File: src/logic/scss_cfg.svh
// Offsets, field positions, reset values and timing counts of the sequencer
`ifndef SCSS_CFG_SVH
`define SCSS_CFG_SVH

// ****************************************
// Register byte offsets
// ****************************************
`define SCSS_ADR_OSC 4'h0
`define SCSS_ADR_TMR 4'h4
`define SCSS_ADR_CFG 4'h8
`define SCSS_ADR_STAT 4'hC

// ****************************************
// Field positions
// ****************************************
`define SCSS_OSC_SCS_LSB 0
`define SCSS_OSC_FAST_RC_STABLE_FLAG 2
`define SCSS_OSC_OSC_TIMEOUT_FLAG 3
`define SCSS_OSC_IFS_LSB 4
`define SCSS_TMR_SEC_EN 0
`define SCSS_TMR_SECONDARY_RUN_MODE 1

// ****************************************
// Reset values
// ****************************************
`define SCSS_RST_SCS 2'h0
`define SCSS_RST_IFS 3'h0
`define SCSS_RST_PMODE 2'h0

// ****************************************
// Timing
// ****************************************
`define SCSS_CLK_MHZ 100
`define SCSS_CPU_START_NS 5000
`define SCSS_SETTLE_NS 4000000
`define SCSS_CPU_START_CYC ((`SCSS_CPU_START_NS*`SCSS_CLK_MHZ+999)/1000)
`define SCSS_SETTLE_CYC ((`SCSS_SETTLE_NS*`SCSS_CLK_MHZ+999)/1000)
`define SCSS_OST_EDGES 11'h400
`define SCSS_HOLD_EDGES 11'h008

`endif

File: src/logic/scss_pkg.sv
// Types shared by the clock switch sequencer
package scss_pkg;

  // Sequencer states, Gray coded along startup/OSC_STARTUP_TIMER/Q1 hold/CPU delay
  typedef enum logic [2:0] {
    ST_RUN = 3'h0,
    ST_STARTUP = 3'h1,
    ST_OST = 3'h3,
    ST_Q1HOLD = 3'h2,
    ST_CPUDLY = 3'h6
  } scss_state_t;

  // Oscillator feeding the core
  typedef enum logic [1:0] {
    SRC_PRI = 2'h0,
    SRC_SEC = 2'h1,
    SRC_RC = 2'h2
  } scss_src_t;

  // Configured kind of primary oscillator
  typedef enum logic [1:0] {
    PM_XTAL = 2'h0,
    PM_EXT = 2'h1,
    PM_RC = 2'h2
  } scss_pmode_t;

endpackage

File: src/logic/scss_dly_timer.sv
// Down-counting delay timer with a done level
`timescale 1ns/1ns
module scss_dly_timer #(
  parameter int W = 20
) (
  input wire logic clk,
  input wire logic rst,
  input wire logic start,
  input wire logic [W-1:0] limit,
  output logic done
);
  logic [W-1:0] cnt_q;

  // Load on start, count down to zero; done rests high when idle
  always_ff @(posedge clk) begin
    if (rst) begin
      cnt_q <= '0;
    end else if (start) begin
      cnt_q <= limit;
    end else if (cnt_q != '0) begin
      cnt_q <= cnt_q - 1'b1;
    end
  end

  assign done = (cnt_q == '0) && !start;
endmodule

File: src/logic/scss_edge_cnt.sv
// Counter of falling edges on a sampled oscillator level
`timescale 1ns/1ns
module scss_edge_cnt (
  input wire logic clk,
  input wire logic rst,
  input wire logic clr,
  input wire logic osc_in,
  input wire logic [10:0] target,
  output logic done
);
  logic prev_q;
  logic [10:0] cnt_q;

  // Clear restarts from zero so a broken switch never keeps a partial count
  always_ff @(posedge clk) begin
    if (rst || clr) begin
      cnt_q <= 11'h000;
    end else if (prev_q && !osc_in && cnt_q != target) begin
      cnt_q <= cnt_q + 11'h001;
    end
  end

  // Previous level for falling edge detection
  always_ff @(posedge clk) begin
    if (rst) begin
      prev_q <= 1'b0;
    end else begin
      prev_q <= osc_in;
    end
  end

  assign done = (cnt_q == target) && !clr;
endmodule

File: src/logic/scss_top.sv
// System clock switch sequencer with its Wishbone register file
// ****************************************
// Functional notes
// Select 00 primary, 01 secondary crystal, 10 internal RC, 11 reserved.
// Wake or power-on into RC or secondary waits the CPU start-up delay.
// Same start-up delay used entering external clock primary.
// Wake into crystal primary counts 1024 primary edges first.
// Selecting internal RC switches, clears timeout flag, stops primary.
// No switch to internal RC when primary already is internal RC.
// Stable flag stays clear about 4 ms after entering fast RC.
// Phase one held for eight falling internal RC edges.
// Selecting secondary switches, clears timeout flag, stops primary.
// Phase one held for eight falling secondary edges.
// Secondary-running flag set while secondary clocks the system.
// Software enables and stabilises secondary before selecting it.
// Secondary disabled: write 01 gives 00, write 11 gives 10.
// A switch starts only when the select field changes.
// Crystal primary withheld until 1024 start-up edges counted.
// Old oscillator keeps clocking the core during that count.
// Timeout flag set once primary drives the system.
// After start-up count, eight primary edges held in phase one.
// Clearing secondary enable in secondary run clears select bit zero.
// Secondary keeps running until the target switch completes.
// Leaving secondary to external clock primary waits start-up delay.
// Counters restart from zero at each new switch.
// ****************************************
//
// The Wishbone slave port and the placing of the registers were decided locally.
`timescale 1ns/1ns
`include "scss_cfg.svh"
module scss_top #(
  parameter int SETTLE_CYC = `SCSS_SETTLE_CYC
) (
  input wire logic SYS_CLK,
  input wire logic SYS_RST,
  input wire logic WB_CYC_I,
  input wire logic WB_STB_I,
  input wire logic WB_WE_I,
  input wire logic [3:0] WB_ADR_I,
  input wire logic [3:0] WB_SEL_I,
  input wire logic [31:0] WB_DAT_I,
  output logic [31:0] WB_DAT_O,
  output logic WB_ACK_O,
  input wire logic PRI_OSC_IN,
  input wire logic SEC_OSC_IN,
  input wire logic RC_OSC_IN,
  input wire logic WAKE_EVENT,
  output logic [1:0] SYS_CLK_SEL,
  output logic Q1_HOLD,
  output logic CPU_HOLD,
  output logic PRI_OSC_EN,
  output logic SEC_OSC_EN,
  output logic RC_OSC_EN
);
  scss_pkg::scss_state_t state_q;
  scss_pkg::scss_src_t cur_src_q;
  scss_pkg::scss_src_t tgt_src_q;
  scss_pkg::scss_src_t new_src;
  logic [1:0] clock_source_select_q;
  logic [2:0] internal_freq_select_q;
  logic [1:0] pmode_q;
  logic osc_timeout_flag_q;
  logic fast_rc_stable_flag_q;
  logic secondary_osc_enable_q;
  logic secondary_running_flag_q;
  logic need_ost_q;
  logic edge_clr_q;
  logic cpu_start_q;
  logic settle_start_q;
  logic settle_wait_q;
  logic edge_done;
  logic cpu_done;
  logic settle_done;
  logic edge_in;
  logic [10:0] edge_target;
  logic req;
  logic wr_osc;
  logic wr_tmr;
  logic wr_cfg;
  logic scs_wr;
  logic [1:0] scs_d;
  logic sw_evt;
  logic [31:0] rd_d;

  // ****************************************
  // Helper functions
  // ****************************************
  // Written value resolved against the secondary enable
  function automatic logic [1:0] resolve_scs(input logic [1:0] w,
                                             input logic en);
    // write resolution
    if (w == 2'h3) begin
      resolve_scs = 2'h2;
    end else if (w == 2'h1 && !en) begin
      resolve_scs = 2'h0;
    end else begin
      resolve_scs = w;
    end
  endfunction

  // Oscillator that a select value really names
  function automatic scss_pkg::scss_src_t src_of(input logic [1:0] s,
                                                 input logic [1:0] pm);
    // source decode
    if (s == 2'h1) begin
      src_of = scss_pkg::SRC_SEC;
    end else if (s == 2'h2 || pm == scss_pkg::PM_RC) begin
      src_of = scss_pkg::SRC_RC;
    end else begin
      src_of = scss_pkg::SRC_PRI;
    end
  endfunction

  // Sampled level of an oscillator
  function automatic logic osc_of(input scss_pkg::scss_src_t s,
                                  input logic p, input logic sc,
                                  input logic r);
    case (s)
      scss_pkg::SRC_SEC: osc_of = sc;
      scss_pkg::SRC_RC: osc_of = r;
      default: osc_of = p;
    endcase
  endfunction

  // ****************************************
  // Wishbone slave
  // ****************************************
  // One wait state: ack rises at the edge after the request is seen
  assign req = WB_CYC_I && WB_STB_I && !WB_ACK_O;
  assign wr_osc = req && WB_WE_I && WB_SEL_I[0] && WB_ADR_I == `SCSS_ADR_OSC;
  assign wr_tmr = req && WB_WE_I && WB_SEL_I[0] && WB_ADR_I == `SCSS_ADR_TMR;
  assign wr_cfg = req && WB_WE_I && WB_SEL_I[0] && WB_ADR_I == `SCSS_ADR_CFG;

  // Read mux; unmapped offsets read as zero
  always_comb begin
    rd_d = 32'h0000_0000;
    case (WB_ADR_I)
      `SCSS_ADR_OSC: rd_d = {25'h0, internal_freq_select_q,
                             osc_timeout_flag_q, fast_rc_stable_flag_q,
                             clock_source_select_q};
      `SCSS_ADR_TMR: rd_d = {30'h0, secondary_running_flag_q,
                             secondary_osc_enable_q};
      `SCSS_ADR_CFG: rd_d = {30'h0, pmode_q};
      `SCSS_ADR_STAT: rd_d = {25'h0, state_q, cur_src_q, tgt_src_q};
      default: rd_d = 32'h0000_0000;
    endcase
  end

  // Ack and read data registered
  always_ff @(posedge SYS_CLK) begin
    if (SYS_RST) begin
      WB_ACK_O <= 1'b0;
      WB_DAT_O <= 32'h0000_0000;
    end else begin
      WB_ACK_O <= req;
      WB_DAT_O <= req ? rd_d : 32'h0000_0000;
    end
  end

  // ****************************************
  // Select field and switch request
  // ****************************************
  // Next select value from either register write
  always_comb begin
    scs_d = clock_source_select_q;
    scs_wr = 1'b0;
    if (wr_osc) begin
      scs_d = resolve_scs(WB_DAT_I[1:0], secondary_osc_enable_q);
      scs_wr = 1'b1;
    end else if (wr_tmr && !WB_DAT_I[`SCSS_TMR_SEC_EN]
                 && clock_source_select_q == 2'h1) begin
      // drop low select bit
      scs_d = {clock_source_select_q[1], 1'b0};
      scs_wr = 1'b1;
    end
  end

  assign new_src = src_of(scs_d, pmode_q);
  // switch only on a real change
  // compare the real sources, so an RC primary never switches to RC
  assign sw_evt = scs_wr && (scs_d != clock_source_select_q)
                  && (new_src != src_of(clock_source_select_q, pmode_q));

  // Software written fields
  always_ff @(posedge SYS_CLK) begin
    if (SYS_RST) begin
      clock_source_select_q <= `SCSS_RST_SCS;
      internal_freq_select_q <= `SCSS_RST_IFS;
      secondary_osc_enable_q <= 1'b0;
      pmode_q <= `SCSS_RST_PMODE;
    end else begin
      clock_source_select_q <= scs_d;
      if (wr_osc) begin
        internal_freq_select_q <= WB_DAT_I[6:4];
      end
      if (wr_tmr) begin
        secondary_osc_enable_q <= WB_DAT_I[`SCSS_TMR_SEC_EN];
      end
      if (wr_cfg) begin
        pmode_q <= WB_DAT_I[1:0];
      end
    end
  end

  // ****************************************
  // Counters
  // ****************************************
  // Edge source and count: primary during OSC_STARTUP_TIMER, target during Q1 hold
  assign edge_in = (state_q == scss_pkg::ST_OST ||
                    state_q == scss_pkg::ST_STARTUP) ? PRI_OSC_IN :
                   osc_of(tgt_src_q, PRI_OSC_IN, SEC_OSC_IN, RC_OSC_IN);
  assign edge_target = (state_q == scss_pkg::ST_Q1HOLD) ?
                       `SCSS_HOLD_EDGES : `SCSS_OST_EDGES;

  scss_edge_cnt u_edge (
    .clk(SYS_CLK),
    .rst(SYS_RST),
    .clr(edge_clr_q),
    .osc_in(edge_in),
    .target(edge_target),
    .done(edge_done)
  );

  scss_dly_timer #(.W(10)) u_cpu_dly (
    .clk(SYS_CLK),
    .rst(SYS_RST),
    .start(cpu_start_q),
    .limit(10'(`SCSS_CPU_START_CYC)),
    .done(cpu_done)
  );

  scss_dly_timer #(.W(20)) u_settle (
    .clk(SYS_CLK),
    .rst(SYS_RST),
    .start(settle_start_q),
    .limit(20'(SETTLE_CYC)),
    .done(settle_done)
  );

  // ****************************************
  // Sequencer
  // ****************************************
  // Main switch sequence; a new request restarts from any state
  always_ff @(posedge SYS_CLK) begin
    if (SYS_RST) begin
      state_q <= scss_pkg::ST_STARTUP;
      cur_src_q <= scss_pkg::SRC_PRI;
      tgt_src_q <= scss_pkg::SRC_PRI;
      need_ost_q <= 1'b0;
      edge_clr_q <= 1'b1;
      cpu_start_q <= 1'b1;
      osc_timeout_flag_q <= 1'b0;
    end else begin
      edge_clr_q <= 1'b0;
      cpu_start_q <= 1'b0;
      if (sw_evt) begin
        // restart counters
        edge_clr_q <= 1'b1;
        tgt_src_q <= new_src;
        if (new_src != scss_pkg::SRC_PRI) begin
          // leaving primary clears timeout flag
          osc_timeout_flag_q <= 1'b0;
          state_q <= scss_pkg::ST_Q1HOLD;
        end else if (pmode_q == scss_pkg::PM_XTAL) begin
          // crystal start-up count first
          state_q <= scss_pkg::ST_OST;
        end else begin
          state_q <= scss_pkg::ST_Q1HOLD;
        end
      end else if (WAKE_EVENT && state_q == scss_pkg::ST_RUN) begin
        // wake start-up delay, OSC_STARTUP_TIMER in parallel for crystal
        state_q <= scss_pkg::ST_STARTUP;
        edge_clr_q <= 1'b1;
        cpu_start_q <= 1'b1;
      end else begin
        case (state_q)
          scss_pkg::ST_STARTUP: begin
            need_ost_q <= cur_src_q == scss_pkg::SRC_PRI &&
                          pmode_q == scss_pkg::PM_XTAL;
            if (!cpu_start_q && !edge_clr_q && cpu_done &&
                (edge_done || !need_ost_q)) begin
              state_q <= scss_pkg::ST_RUN;
              if (cur_src_q == scss_pkg::SRC_PRI) begin
                osc_timeout_flag_q <= 1'b1;
              end
            end
          end
          scss_pkg::ST_OST: begin
            // core stays on the current oscillator
            if (!edge_clr_q && edge_done) begin
              edge_clr_q <= 1'b1;
              state_q <= scss_pkg::ST_Q1HOLD;
            end
          end
          scss_pkg::ST_Q1HOLD: begin
            // release after eight target edges
            if (!edge_clr_q && edge_done) begin
              cur_src_q <= tgt_src_q;
              if (tgt_src_q == scss_pkg::SRC_PRI) begin
                // primary now drives the system
                osc_timeout_flag_q <= 1'b1;
              end
              if (tgt_src_q == scss_pkg::SRC_PRI &&
                  pmode_q == scss_pkg::PM_EXT) begin
                // external clock primary start-up delay
                state_q <= scss_pkg::ST_CPUDLY;
                cpu_start_q <= 1'b1;
              end else begin
                state_q <= scss_pkg::ST_RUN;
              end
            end
          end
          scss_pkg::ST_CPUDLY: begin
            if (!cpu_start_q && cpu_done) begin
              state_q <= scss_pkg::ST_RUN;
            end
          end
          default: state_q <= scss_pkg::ST_RUN;
        endcase
      end
    end
  end

  // Fast RC settle tracking for the stable flag
  always_ff @(posedge SYS_CLK) begin
    if (SYS_RST) begin
      fast_rc_stable_flag_q <= 1'b0;
      settle_wait_q <= 1'b0;
      settle_start_q <= 1'b0;
    end else begin
      settle_start_q <= 1'b0;
      // Frequency written with the select counts, not the stale one
      if (sw_evt && new_src == scss_pkg::SRC_RC &&
          cur_src_q != scss_pkg::SRC_RC &&
          (wr_osc ? WB_DAT_I[6:4] : internal_freq_select_q) != 3'h0) begin
        // flag held clear while the fast oscillator settles
        fast_rc_stable_flag_q <= 1'b0;
        settle_wait_q <= 1'b1;
        settle_start_q <= 1'b1;
      end else if (settle_wait_q && !settle_start_q && settle_done) begin
        fast_rc_stable_flag_q <= 1'b1;
        settle_wait_q <= 1'b0;
      end
    end
  end

  // Registered outputs and running flag, one cycle behind the state
  always_ff @(posedge SYS_CLK) begin
    if (SYS_RST) begin
      SYS_CLK_SEL <= 2'h0;
      Q1_HOLD <= 1'b0;
      CPU_HOLD <= 1'b1;
      PRI_OSC_EN <= 1'b1;
      SEC_OSC_EN <= 1'b0;
      RC_OSC_EN <= 1'b0;
      secondary_running_flag_q <= 1'b0;
    end else begin
      SYS_CLK_SEL <= cur_src_q;
      Q1_HOLD <= state_q == scss_pkg::ST_Q1HOLD;
      CPU_HOLD <= state_q == scss_pkg::ST_STARTUP ||
                  state_q == scss_pkg::ST_CPUDLY;
      // Primary powered only when in use or being started
      PRI_OSC_EN <= cur_src_q == scss_pkg::SRC_PRI ||
                    tgt_src_q == scss_pkg::SRC_PRI;
      // secondary kept alive until the switch away completes
      SEC_OSC_EN <= secondary_osc_enable_q || cur_src_q == scss_pkg::SRC_SEC;
      RC_OSC_EN <= cur_src_q == scss_pkg::SRC_RC ||
                   tgt_src_q == scss_pkg::SRC_RC;
      // secondary running indication
      secondary_running_flag_q <= cur_src_q == scss_pkg::SRC_SEC;
    end
  end
endmodule

File: config.mk
export PLATFORM = sky130hd
export DESIGN_NAME = scss_top
export DESIGN_NICKNAME = d
export VERILOG_FILES = /design/src/logic/scss_pkg.sv /design/src/logic/scss_dly_timer.sv /design/src/logic/scss_edge_cnt.sv /design/src/logic/scss_top.sv
export VERILOG_INCLUDE_DIRS = /design/src /design/src/logic
export SDC_FILE = /design/constraint.sdc
export NUM_CORES = 1
export LEC_CHECK = 0
export ABC_CLOCK_PERIOD_IN_PS = 5360
export BUFFER_PORTS_ARGS = -buffer_cell sky130_fd_sc_hd__buf_2
export CORE_MARGIN = 2
export CORE_UTILIZATION = 30
export CTS_BUF_LIST = sky130_fd_sc_hd__clkbuf_4 sky130_fd_sc_hd__clkbuf_8
export DETAILED_ROUTE_END_ITERATION = 8
export GPL_TIMING_DRIVEN = 1
export PLACE_DENSITY = 0.58
export SLEW_MARGIN = 20
export SYNTH_ARGS = -nofsm -noshare
export SYNTH_HDL_FRONTEND = slang
export SYNTH_SLANG_ARGS = --single-unit
File: constraint.sdc
create_clock -name SYS_CLK -period 5.36 [get_ports SYS_CLK]
set_clock_uncertainty 0.05 [all_clocks]
set_input_delay 0.804 -clock SYS_CLK [delete_from_list [all_inputs] [get_ports SYS_CLK]]
set_output_delay 0.804 -clock SYS_CLK [all_outputs]
set_load 0.005 [all_outputs]
==> flow_results.org, run 1 <==
** Status
- Status :: finished, final reports clean

** Floorplanning
- Starting density of the core :: 30.8%
- The floorplan step set the die height to 121 um.
- The core region is 13200 um^2.
- Total number of placement rows :: 42
- The die covers 14600 um^2.
- Measured along the x axis, the die boundary spans 121 um.
- Number of I/O pins :: 89

** Clock network
- Number of buffers inserted to repair setup after CTS :: 0
- Clock tree root driver cell :: clkbuf_8
- For this design, the CTS-stage hold fixing added 0 buffers.
- Clock tree synthesis inserted a total of 9 buffers.
- Resized cells post-CTS :: 0
- The clock net in this run drives a total of 80 sinks.
- CTS Buffer Depth :: 2
- TritonCTS built the clock tree.
- Number of levels in the clock H-tree :: 3
- At the later pin of the worst-skew pair, clock insertion delay measures 0.36 ns.
- After clock tree synthesis, the clock-pin slew on the worst setup and hold paths is 0.08 ns.

** Yosys
- Mux cell area share after synthesis :: 2.94%
- Summing every instance area after synthesis gives 4080 um^2.
- Share of synthesized area occupied by flip-flops and latches :: 39.2%
- After synthesis, the share of flip-flops with an asynchronous set or reset is 0%.
- A synthesized cell averages 8.71 um^2.
- Count of flip-flops with a built-in enable after synthesis :: 0
- Among all flip-flop cells after synthesis, the most frequent one is dfxtp_1.
- Portion of synthesized cell area occupied by the leading cell type :: 39.2%
- Top post-synthesis cells by area :: dfxtp_1 39%, nor2_1 5.9%, buf_4 4.6%
- Dominant combinational cell family by area after synthesis :: simple AND/OR/NAND/NOR gates
- The synthesized netlist contains 72 unique library cells.
- Biggest area consumer among synthesized cells :: dfxtp_1
- The synthesized netlist devotes 2.45% of its cell area to adder and majority cells.
- Cell count after synthesis :: 469
- Post-synthesis share of cell area spent on xor and xnor gates :: 6.86%
- Counting flops and latches in the post-synthesis netlist gives 80.
- Count of warnings emitted by yosys :: 0
- The synthesized netlist devotes 26.6% of its cell area to simple gates.
- Synth Area in Compound Gates :: 14.1%

** Route
- Total iterations of the first detailed-routing run :: 4
- DRC marker count from the first detailed-route iteration :: 227
- Remaining antenna violation count after routing :: 0
- In the final routed layout, each cell accounts on average for 12.6 um.
- Average vias per placed instance :: 4.79
- Total via count in the routed design :: 3244
- Aggregate routed wire length :: 8550 um
- After detailed routing, the number of remaining DRC violations is 0.

** Setup path
- Maximum net fanout on the critical path :: 8
- The worst setup path is launched from an input pin.
- Data on the critical path is required at its endpoint by 5.56 ns.
- STA classifies the critical path endpoint as a register.
- The worst register-to-register path ends at state_q[0].
- The worst setup path is of the in -> reg kind.
- In this run the worst setup path begins at WB_ADR_I[1].
- The setup check on the worst reg-to-reg path leaves a slack of 2.98 ns.
- Length in cells of the worst reg-to-reg path :: 6
- Data on the critical path arrives at its endpoint at 2.86 ns.
- Critical register-to-register path startpoint :: WB_ACK_O

** Layout
- Cell area after layout :: 4520 um^2
- The area growth from synthesis to layout is 10.8%.
- Ratio of cells with drive above 1 in the final layout :: 13.0%
- For this run, the share of the core covered by cells in the final layout is 34.2%.
- Antenna fix cells :: 0
- Number of nets in the layout :: 556

** Timing
- In the final timing run, aggregate negative setup slack is 0 ns.
- Final hold violation count :: 0
- Setup repair after global routing missed its margin :: false
- Setup violations remaining at the end of the flow were counted as 0.
- Max Clk Rate :: 375 MHz
- In the finished design, the share of the clock period the worst path needs comes to 49.7%.
- Transition at the pin with the smallest max-transition slack :: 0.839 ns
- Final slew viol count :: 0
- Across all setup checks in the final design, the least slack found is 2.70 ns.
- Headroom to the max-slew limit came out at 43.5%.
- Fin crit period :: 2.66 ns

** Run
- Count of max-cap constraint violations :: 0

** Global routing
- Number of antenna violations at the first check in global routing :: 0
- Pin count of the biggest net entering global routing :: 50
- Vias in the first global route :: 3110
- Global routing finished with a remaining overflow of 0.
- First-pass GRT wire length :: 14300 um
- In the global route stage, overall resource usage came out at 12.2%.

** Power
- For this design the static power due to leakage is 1.72 nW.
- Power spread over the standard cell area amounts to 400 nW/um^2.
- Across the VDD grid, the largest voltage drop is 0.151 mV.

** Hold path
- Hold Path Origin :: cur_src_q[1]
- End point of the most critical hold path :: secondary_running_flag_q
- Worst hold path cell count :: 1
- The worst hold path belongs to the class reg -> reg.

** Place
- The HPWL after detailed placement is 6140 um.
- At the end of routability-driven placement, the weighted congestion stood at 0.815.
- Area after detailed placement :: 4320 um^2
- OpenSTA, run right after detailed placement, puts the worst setup slack at 2.32 ns.
- Buffers placed on the I/O ports in this run total 33.
## worst max path at each step
stage / end / slack (ns) / cells past startpoint
after floorplan: state_q[0] / 2.64 / 7
after global placement: state_q[0] / 2.32 / 7
after detailed placement: state_q[0] / 2.32 / 7
after CTS: state_q[0] / 2.70 / 7
after global routing: state_q[0] / 2.54 / 7
final: state_q[0] / 2.70 / 7
## where the power goes
| part | total, mW | internal [mW] | leakage (nW) | switching (mW) |
|---|---|---|---|---|
| clock | 0.475 | 0.268 | 0.104 | 0.207 |
| sequential | 0.764 | 0.679 | 0.652 | 0.0848 |
| combinational | 0.570 | 0.255 | 0.963 | 0.316 |
| total | 1.81 | 1.20 | 1.72 | 0.608 |
## routing by layer
metal | global-route usage (%) | vias to the layer above | part of all wire, %
met4 | 4.58 | 0 | 1.0
met1 | 15.7 | 1529 | 48
met2 | 19.6 | 61 | 46
li1 | - | 1646 | -
met3 | 3.35 | 8 | 4.7
met5 | 0 | - | 0
## cells in the mapped netlist, types with 3 or more instances
library cell  number
a211oi_1           3
a21o_1             4
a21oi_1           30
a22oi_1            5
a31oi_1            4
and3_1             3
buf_4             25
clkbuf_1          10
dfxtp_1           80
ha_1               8
inv_1             18
mux2i_1           12
nand2_1           36
nand2b_1           7
nand3_1           10
nand3b_1           4
nand4_1            6
nand4b_1           3
nor2_1            64
nor2b_1            6
nor3_1            14
nor3b_1            5
nor4_1            11
o21a_1             4
o21ai_0            8
or3_1              5
xnor2_1           15
xor2_1            17
## through the flow
| step | power [mW] | std cells | hold slack (ns) |
|---|---|---|---|
| finish | 1.81 | 677 | 0.427 |
| CTS | 1.84 | 677 | 0.428 |
| floorplan | 1.26 | 493 | 0.387 |
| detailed placement | 1.35 | 664 | 0.413 |
| global placement | 1.33 | 664 | 0.410 |
| global route | 1.95 | 677 | 0.453 |
## logic make-up (layout without fill, tap and decap cells)
family / Yosys count / in the layout
simple gates: 199 / 199
compound gates: 80 / 80
flops: 80 / 80
buf+inv: 57 / 65
xor+xnor: 32 / 32
mux: 12 / 12
fa+ha+maj: 8 / 8
other cells: 1 / 25
## placed cells by master, fill, tap and decap left out, drive strengths merged, types with 4 or more instances in the layout
cell and count:
buf 34, inv 18, a21oi 31, ha 8, nor3 15, clkbuf 10
xnor2 15, xor2 17, o21a 4, o21ai 10, dfxtp 80, nand3 10
a22oi 6, nand2b 8, nor2b 6, a31oi 4, a21o 4, nand2 36
conb 25, or3 6, mux2i 12, nand4 6, nand3b 5, nor2 64
nor4 13, nor3b 7
## worst max-delay path, stage by stage
cell and delay, ns:
buf_2 0.13, nor4_4 0.33, nor3b_4 0.54, mux2i_1 0.52
xnor2_1 0.21, nor4_1 0.07, a211o_1 0.27
## state kept, by name, summed over array words and instances (netlist names), 2 cells and up
signal / flops
SYS_CLK_SEL: 2
WB_DAT_O: 7
clock_source_select_q: 2
cur_src_q: 2
internal_freq_select_q: 3
pmode_q: 2
state_q: 3
tgt_src_q: 2
u_cpu_dly.cnt_q: 10
u_edge.cnt_q: 11
u_settle.cnt_q: 20
## cell type report
cell class | count | area [um^2]
fill | 1378 | 8720
sequential | 80 | 1600
multi-input combinational | 356 | 2250
tap | 176 | 220
clock inverter | 3 | 68.8
timing repair buffer | 34 | 173
clock buffer | 10 | 138
inverter | 18 | 67.6
No activity file was read; power rests on OpenSTA's default activity.
==> run 2, diff against run 1 <==
--- a/config.mk
+++ b/config.mk
@@ -6,7 +6,8 @@
 export SDC_FILE = /design/constraint.sdc
 export NUM_CORES = 1
 export LEC_CHECK = 0
-export ABC_CLOCK_PERIOD_IN_PS = 5360
+export ABC_AREA = 1
+export ABC_CLOCK_PERIOD_IN_PS = 2600
 export BUFFER_PORTS_ARGS = -buffer_cell sky130_fd_sc_hd__buf_2
 export CORE_MARGIN = 2
 export CORE_UTILIZATION = 30
==> constraint.sdc (replaced) <==
create_clock -name SYS_CLK -period 2.6 [get_ports SYS_CLK]
set_clock_uncertainty 0.05 [all_clocks]
set_input_delay 0.39 -clock SYS_CLK [delete_from_list [all_inputs] [get_ports SYS_CLK]]
set_output_delay 0.39 -clock SYS_CLK [all_outputs]
set_load 0.005 [all_outputs]
==> flow_results.org, run 2 <==
** Status
- Status :: finished, final reports clean

** Setup path
- For this run, the slowest stage of the critical path takes 0.45 ns.
- Worst path slowest cell :: dfxtp_1
- Of all nets on the critical path, the largest fanout is 5.
- Critical Path Sink Type :: register
- The setup path with the least slack is of type reg -> reg.
- Together, buffers and inverters on the worst path number 3.
- Worst EP required :: 2.81 ns
- Traced cell by cell, the critical path runs through inv_1 -> ha_1 -> a21boi_1 -> inv_1 -> nand2_1 -> nand4_1 -> inv_2 -> nand3_1 -> nor3_2 -> nand3_1 -> nand2_1 -> nor2_1.
- Worst flop-to-flop path endpoint :: u_edge.cnt_q[10]
- The number of cells on the worst reg-to-reg path is 12.
- The cell family contributing the most delay on the critical path is simple AND/OR/NAND/NOR gates.
- The setup check on the worst reg-to-reg path leaves a slack of 0.32 ns.
- The worst setup path is launched from a register.
- The worst register-to-register path begins at tgt_src_q[0].
- Crit path DAT :: 2.49 ns

** Layout
- At the end of the flow, the number of nets in the layout was 690.
- Core occupancy in the finished layout :: 34.2%
- Filler instances :: 1514
- Largest regs :: u_settle.cnt_q: 20 flops, u_edge.cnt_q: 11 flops, u_cpu_dly.cnt_q: 10 flops
- The area growth from synthesis to layout is 11.5%.
- Ratio of cells with drive above 1 in the final layout :: 14.3%
- The library cell used most frequently in the layout, excluding fill and tap cells, is nand2_1.
- In the layout the commonest cells are 95 x nand2_1, 89 x inv_1, 80 x dfxtp_1, 78 x nor2_1, 39 x a21oi_1.
- Register name with the most flops :: u_settle.cnt_q
- 0 antenna diodes ended up in the layout.
- The register with the most flip-flops in the layout has 20 of them.

** Floorplanning
- The initial utilization of the core area, before any placement, comes to 30.6%.
- Total die area :: 15100 um^2
- Row generation in the floorplan step produced 43 rows.
- Die X-Extent :: 123 um
- Die boundary height :: 123 um
- The core region is 13900 um^2.
- Number of I/O pins :: 89

** Clock network
- Worst skew pair latency :: 0.36 ns
- Clock-pin slew on the worst setup and hold paths :: 0.08 ns
- Post-CTS timing repair inserted 0 buffers for setup.
- Clock tree root driver cell :: clkbuf_8
- CTS Buffer Depth :: 2
- CTS buffer count :: 9
- Clock sinks :: 80
- In this run, post-CTS repair resized a total of 0 instances.
- TritonCTS built the clock tree.
- Buffers inserted to repair hold after CTS numbered 0.
- The H-tree generated during clock tree synthesis spans 3 levels.

** Yosys
- After synthesis, the cell types taking the most area are dfxtp_1 38%, nand2_1 8.4%, inv_1 7.9%.
- Of all flip-flops after synthesis, the portion carrying an async set or reset was 0%.
- In this run, synthesis inferred 0 flip-flops with an integrated enable.
- Post-Syn Area :: 4250 um^2
- Leading cell type by number of instances after synthesis :: nand2_1
- Summed over all instances, the cell type with the most area after synthesis is dfxtp_1.
- Count of warnings emitted by yosys :: 0
- After synthesis, flip-flops and latches occupy 37.7% of the total area.
- For this run, the leading register cell type out of synthesis is dfxtp_1.
- Portion of synthesized cell area occupied by the leading cell type :: 37.7%
- Cell count after synthesis :: 594
- Unique cell type count in the Yosys netlist :: 47
- In this run, synthesis produced a sequential element count of 80.
- The average instance in the mapped netlist occupies 7.16 um^2.
- Counting instances in the post-synthesis netlist gives the leading cell types as 95 x nand2_1, 89 x inv_1, 80 x dfxtp_1.

** Timing
- On the final layout, the worst hold slack is 0.239 ns.
- In the finished design, the share of the clock period the worst path needs comes to 87.7%.
- In this run the tightest slew margin relative to its limit is 52.1%.
- Transition at the pin with the smallest max-transition slack :: 0.713 ns
- Fin crit period :: 2.28 ns
- Final setup violating endpoints :: 0
- The count of endpoints failing hold in the final timing report is 0.
- Max Clk Rate :: 438 MHz
- Setup repair after global routing missed its margin :: false
- The number of max-slew violations in the final report is 0.
- Aggregate negative setup slack :: 0 ns

** Place
- Port buffering added 33 buffers.
- The congestion estimate from routability-driven global placement came to 0.831.
- The HPWL after detailed placement is 6890 um.

** Power
- Summed over all cells, the static leakage comes to 2.17 nW.
- Power spread over the standard cell area amounts to 782 nW/um^2.
- Final total power :: 3.71 mW
- VDD IR-drop max :: 0.315 mV

** Global routing
- Global routing consumed, over all layers together, 13.0% of the routing resources.
- Pin count of the biggest net entering global routing :: 20
- Number of antenna violations at the first check in global routing :: 0
- First-pass GRT wire length :: 15700 um
- Global routing finished with a remaining overflow of 0.
- Vias in the first global route :: 3406

** Hold path
- End point of the most critical hold path :: internal_freq_select_q[0]
- Worst hold path cell count :: 3
- Type of the worst min-delay path :: in -> reg
- Hold Path Origin :: WB_DAT_I[4]

** Route
- Average vias per placed instance :: 4.46
- Dividing the detail-routed wire length by the instance count gives 11.1 um.
- Met2 Wirelength :: 4060 um
- After detailed routing, the total wire length is 9100 um.
- Total via count in the routed design :: 3652
- Met1 Wirelength :: 4670 um
- In this run, the number of DRC markers left after iteration 0 of detailed routing was 180.
- Before antenna repair, the detailed router went through 4 iterations.
- Detailed routing placed a total of 255 um of wire on met3.
- Top sig layer :: met4
- After detailed routing, the number of remaining DRC violations is 0.
- Remaining antenna violation count after routing :: 0

** Run
- The tool flagged a number of max-cap violations equal to 0.
run 2: area by class of cell:
type | count | area (um^2) | area share [%]
multi-input combinational | 409 | 2160 | 45.5
tap | 180 | 225 | 4.75
sequential | 80 | 1600 | 33.8
clock inverter | 3 | 40.0 | 0.845
timing repair buffer | 36 | 188 | 3.96
inverter | 97 | 364 | 7.68
clock buffer | 13 | 166 | 3.51
run 2: how the worst max path moves through the flow:
stage                       from  slack, ns          endpoint  cells past startpoint
floorplan           tgt_src_q[0]       0.71   u_edge.cnt_q[9]                     11
global placement    tgt_src_q[0]       0.40  u_edge.cnt_q[10]                     12
detailed placement  tgt_src_q[0]       0.33  u_edge.cnt_q[10]                     12
CTS                 tgt_src_q[0]       0.31  u_edge.cnt_q[10]                     12
global route        tgt_src_q[0]       0.01  u_edge.cnt_q[10]                     12
finish              tgt_src_q[0]       0.32  u_edge.cnt_q[10]                     12
run 2: layer usage:
metal  vias up  GRT usage (%)
met3         6           3.64
met1      1648           17.3
met2        48           20.5
met5         -              0
li1       1950              -
met4         0           3.69
run 2: power by group:
group / leakage, nW / internal (mW) / switching [mW]
combinational: 1.41 / 0.436 / 0.755
clock: 0.110 / 0.515 / 0.455
sequential: 0.653 / 1.41 / 0.142
run 2: logic make-up (layout without fill, tap and decap cells):
| kind of cell | count (synthesis) | after routing | synth area share [%] |
|---|---|---|---|
| other | 1 | 25 | 0.0882 |
| XOR/XNOR | 7 | 7 | 1.44 |
| AND/OR/NAND/NOR | 278 | 278 | 32.0 |
| buffers and inverters | 129 | 149 | 13.7 |
| AO/OA/AOI/OAI | 88 | 88 | 11.9 |
| flip-flops | 80 | 80 | 37.7 |
| adder cells (fa/ha/maj) | 8 | 8 | 2.35 |
| multiplexers | 3 | 3 | 0.706 |
run 2: stage by stage:
| step | cell area [um^2] | instances | setup slack, ns |
|---|---|---|---|
| after detailed placement | 4530 | 802 | 0.330 |
| after global placement | 4530 | 802 | 0.403 |
| final | 4740 | 818 | 0.319 |
| after floorplan | 4340 | 618 | 0.707 |
| after CTS | 4740 | 818 | 0.307 |
| after global routing | 4740 | 818 | 0.0122 |
run 2: worst reg2reg max path, delay by kind of cell, from the launching register on:
kind	cells	cell delay, ns
AND/OR/NAND/NOR	7	0.83
flip-flops	1	0.45
adder cells (fa/ha/maj)	1	0.29
AO/OA/AOI/OAI	1	0.22
buffers and inverters	3	0.34
==> run 3, diff against run 2 <==
--- a/config.mk
+++ b/config.mk
@@ -15,7 +15,9 @@
 export DETAILED_ROUTE_END_ITERATION = 8
 export GPL_TIMING_DRIVEN = 1
 export PLACE_DENSITY = 0.58
+export REMOVE_ABC_BUFFERS = 1
 export SLEW_MARGIN = 20
 export SYNTH_ARGS = -nofsm -noshare
 export SYNTH_HDL_FRONTEND = slang
 export SYNTH_SLANG_ARGS = --single-unit
+export TNS_END_PERCENT = 50
==> flow_results.org, run 3 (synthesis results as in run 2) <==
** Status
- The run finished with clean final reports.

** Timing
- The count of endpoints failing hold in the final timing report is 0.
- The smallest clock period supported by the final layout is computed as 2.29 ns.
- For the pin with the worst max-slew slack, the measured transition is 0.808 ns.
- The number of max-slew violations in the final report came to 0.
- Final setup violating endpoints :: 0
- Relative slew slack :: 45.7%
- After routing, the total negative slack on setup checks comes to 0 ns.
- Based on the critical path, the design can be clocked at up to 437 MHz.
- In the finished design, the share of the clock period the worst path needs comes to 87.9%.
- Setup repair after global routing missed its margin :: false

** Power
- Flop pwr share :: 38.0%
- Final total power :: 4.07 mW
- VDD IR-drop max :: 0.300 mV
- Dividing total power by cell area gives a power density of 842 nW/um^2.
- Net switching is 33.9% of the power.
- Internal power comes to 2.69 mW.
- Clock Power Share :: 32.3%
- Combinational group share of total power :: 29.7%
- For this design the total switching power over the nets is 1.38 mW.
- Cell leakage power :: 2.21 nW

** Run
- The tool flagged a number of max-cap violations equal to 0.

** Floorplanning
- 89 I/O pins were placed.
- The initialized floorplan defines 43 standard-cell rows.
- Core region area :: 13900 um^2
- In this run the horizontal extent of the chip is 123 um.
- Die boundary height :: 123 um
- Once the floorplan was initialized, standard cells occupied 30.6% of the core.
- Total die area :: 15100 um^2

** Route
- Across all layers, the routed design uses 3611 vias.
- After the first detailed-routing iteration, the DRC count stood at 152.
- The count of nets left with antenna violations once routing finished came out at 0.
- Aggregate routed wire length :: 8970 um
- In the routed design, unresolved DRC markers number 0.
- Dividing the detail-routed via count by the number of cells gives 4.41.
- Drt wl/cell :: 11.0 um
- The first detailed-routing pass ran for 4 iterations.

** Clock network
- In this run, CTS created clock tree buffers numbering 9.
- Worst skew pair latency :: 0.36 ns
- CTS Hold Buffers Added :: 0
- The cell sitting at the root of the clock tree is a clkbuf_8.
- The H-tree was split into 3 levels.
- CTS Buffer Depth :: 2
- Resized cells post-CTS :: 0
- The clock drives 80 sinks.
- TritonCTS built the clock tree.
- Clock-pin slew was measured on the worst setup and hold paths at 0.09 ns.
- Number of buffers inserted to repair setup after CTS :: 0

** Layout
- Number of flip-flops in the largest register :: 20
- u_settle.cnt_q holds more flip-flops than any other register.
- The largest registers in the layout are u_settle.cnt_q: 20 flops, u_edge.cnt_q: 11 flops, u_cpu_dly.cnt_q: 10 flops.
- Antenna fix cells :: 0
- In the layout the commonest cells are 95 x nand2_1, 89 x inv_1, 80 x dfxtp_1, 78 x nor2_1, 39 x a21oi_1.
- The library cell used most frequently in the layout, excluding fill and tap cells, is nand2_1.
- The area growth from synthesis to layout is 13.7%.
- Cells with a size suffix above 1 make up 14.4% of the layout.
- For this run, the post-layout net count is 691.

** Place
- During placement, the flow inserted port buffers numbering 33.
- The HPWL after detailed placement is 6790 um.
- Last weighted congestion value of the routability-driven placer :: 0.813

** Setup path
- The critical path in this run is classified as reg -> reg.
- STA puts the critical path data arrival time at 2.50 ns.
- Critical Path Sink Type :: register
- Tracing the worst setup path back leads to its startpoint at tgt_src_q[0].
- In this run the critical register-to-register path is launched from tgt_src_q[0].
- STA puts the critical path data required time at 2.81 ns.
- The worst setup path is launched from a register.
- Maximum net fanout on the critical path :: 5

** Global routing
- First-pass GRT wire length :: 15400 um
- Pin count of the biggest net entering global routing :: 18
- Number of antenna violations at the first check in global routing :: 0
- The via count of the first global-routing pass was 3378.
- Global routing consumed, over all layers together, 12.7% of the routing resources.
- Summed over all layers, the global routing overflow is 0.

** Hold path
- The tightest min-delay check is of the in -> reg type.
- Hold Path Origin :: WB_DAT_I[6]
## run 3: changes by cell type in the layout (fill, tap and decap cells not counted)
cell,before,now
buf_4,3,4
clkbuf_8,11,9
bufinv_16,1,5
clkinv_2,2,0
clkinv_4,0,2
clkbuf_4,2,0
## run 3: worst max-delay path: stages (launching register included)
cell      delay, ns
dfxtp_1        0.45
inv_1          0.09
ha_1           0.29
a21boi_1       0.20
inv_1          0.06
nand2_1        0.07
nand4_1        0.24
inv_2          0.18
nand3_1        0.14
nor3_2         0.21
nand3_1        0.10
nand2_1        0.07
nor2_1         0.04
## run 3: metrics by stage
step	setup slack (ns)	cells	hold WS [ns]	area (um^2)	util (%)
after floorplan	0.562	586	0.372	4120	-
after global placement	0.391	803	0.384	4540	32.7
after detailed placement	0.344	803	0.395	4540	32.7
after CTS	0.310	819	0.226	4830	34.8
after global routing	0.0703	819	0.231	4830	34.8
final	0.314	819	0.242	4830	34.8
## run 3: path summary, 6_finish.rpt
kind	end	slack (ns)	depth (start not counted)
max	u_edge.cnt_q[10]	0.31	12
min	internal_freq_select_q[2]	0.24	3
max reg2reg	u_edge.cnt_q[10]	0.31	12
min reg2reg	u_settle.cnt_q[0]	0.40	1
## run 3: power by group through the flow
stage,logic [mW],registers [mW],clock network (mW)
after floorplan,0.949,1.54,0
after global placement,1.20,1.58,0
after detailed placement,1.20,1.58,0
after CTS,1.21,1.55,1.35
after global routing,1.41,1.58,1.40
final,1.21,1.54,1.32
## run 3: metal layers
| metal | track usage (%) | up-vias | routed length (um) |
|---|---|---|---|
| met5 | 0 | - | 0 |
| met4 | 3.84 | 0 | 126 |
| met3 | 3.78 | 9 | 375 |
| met2 | 20.3 | 53 | 4050 |
| met1 | 16.6 | 1606 | 4420 |
| li1 | - | 1943 | - |
## run 3: cell type report
cell class	count	area, um^2
Clock buffer	9	124
Clock inverter	7	168
Fill cell	1525	9050
Inverter	97	364
Multi-Input combinational cell	409	2160
Sequential cell	80	1600
Tap cell	180	225
Timing Repair Buffer	37	195
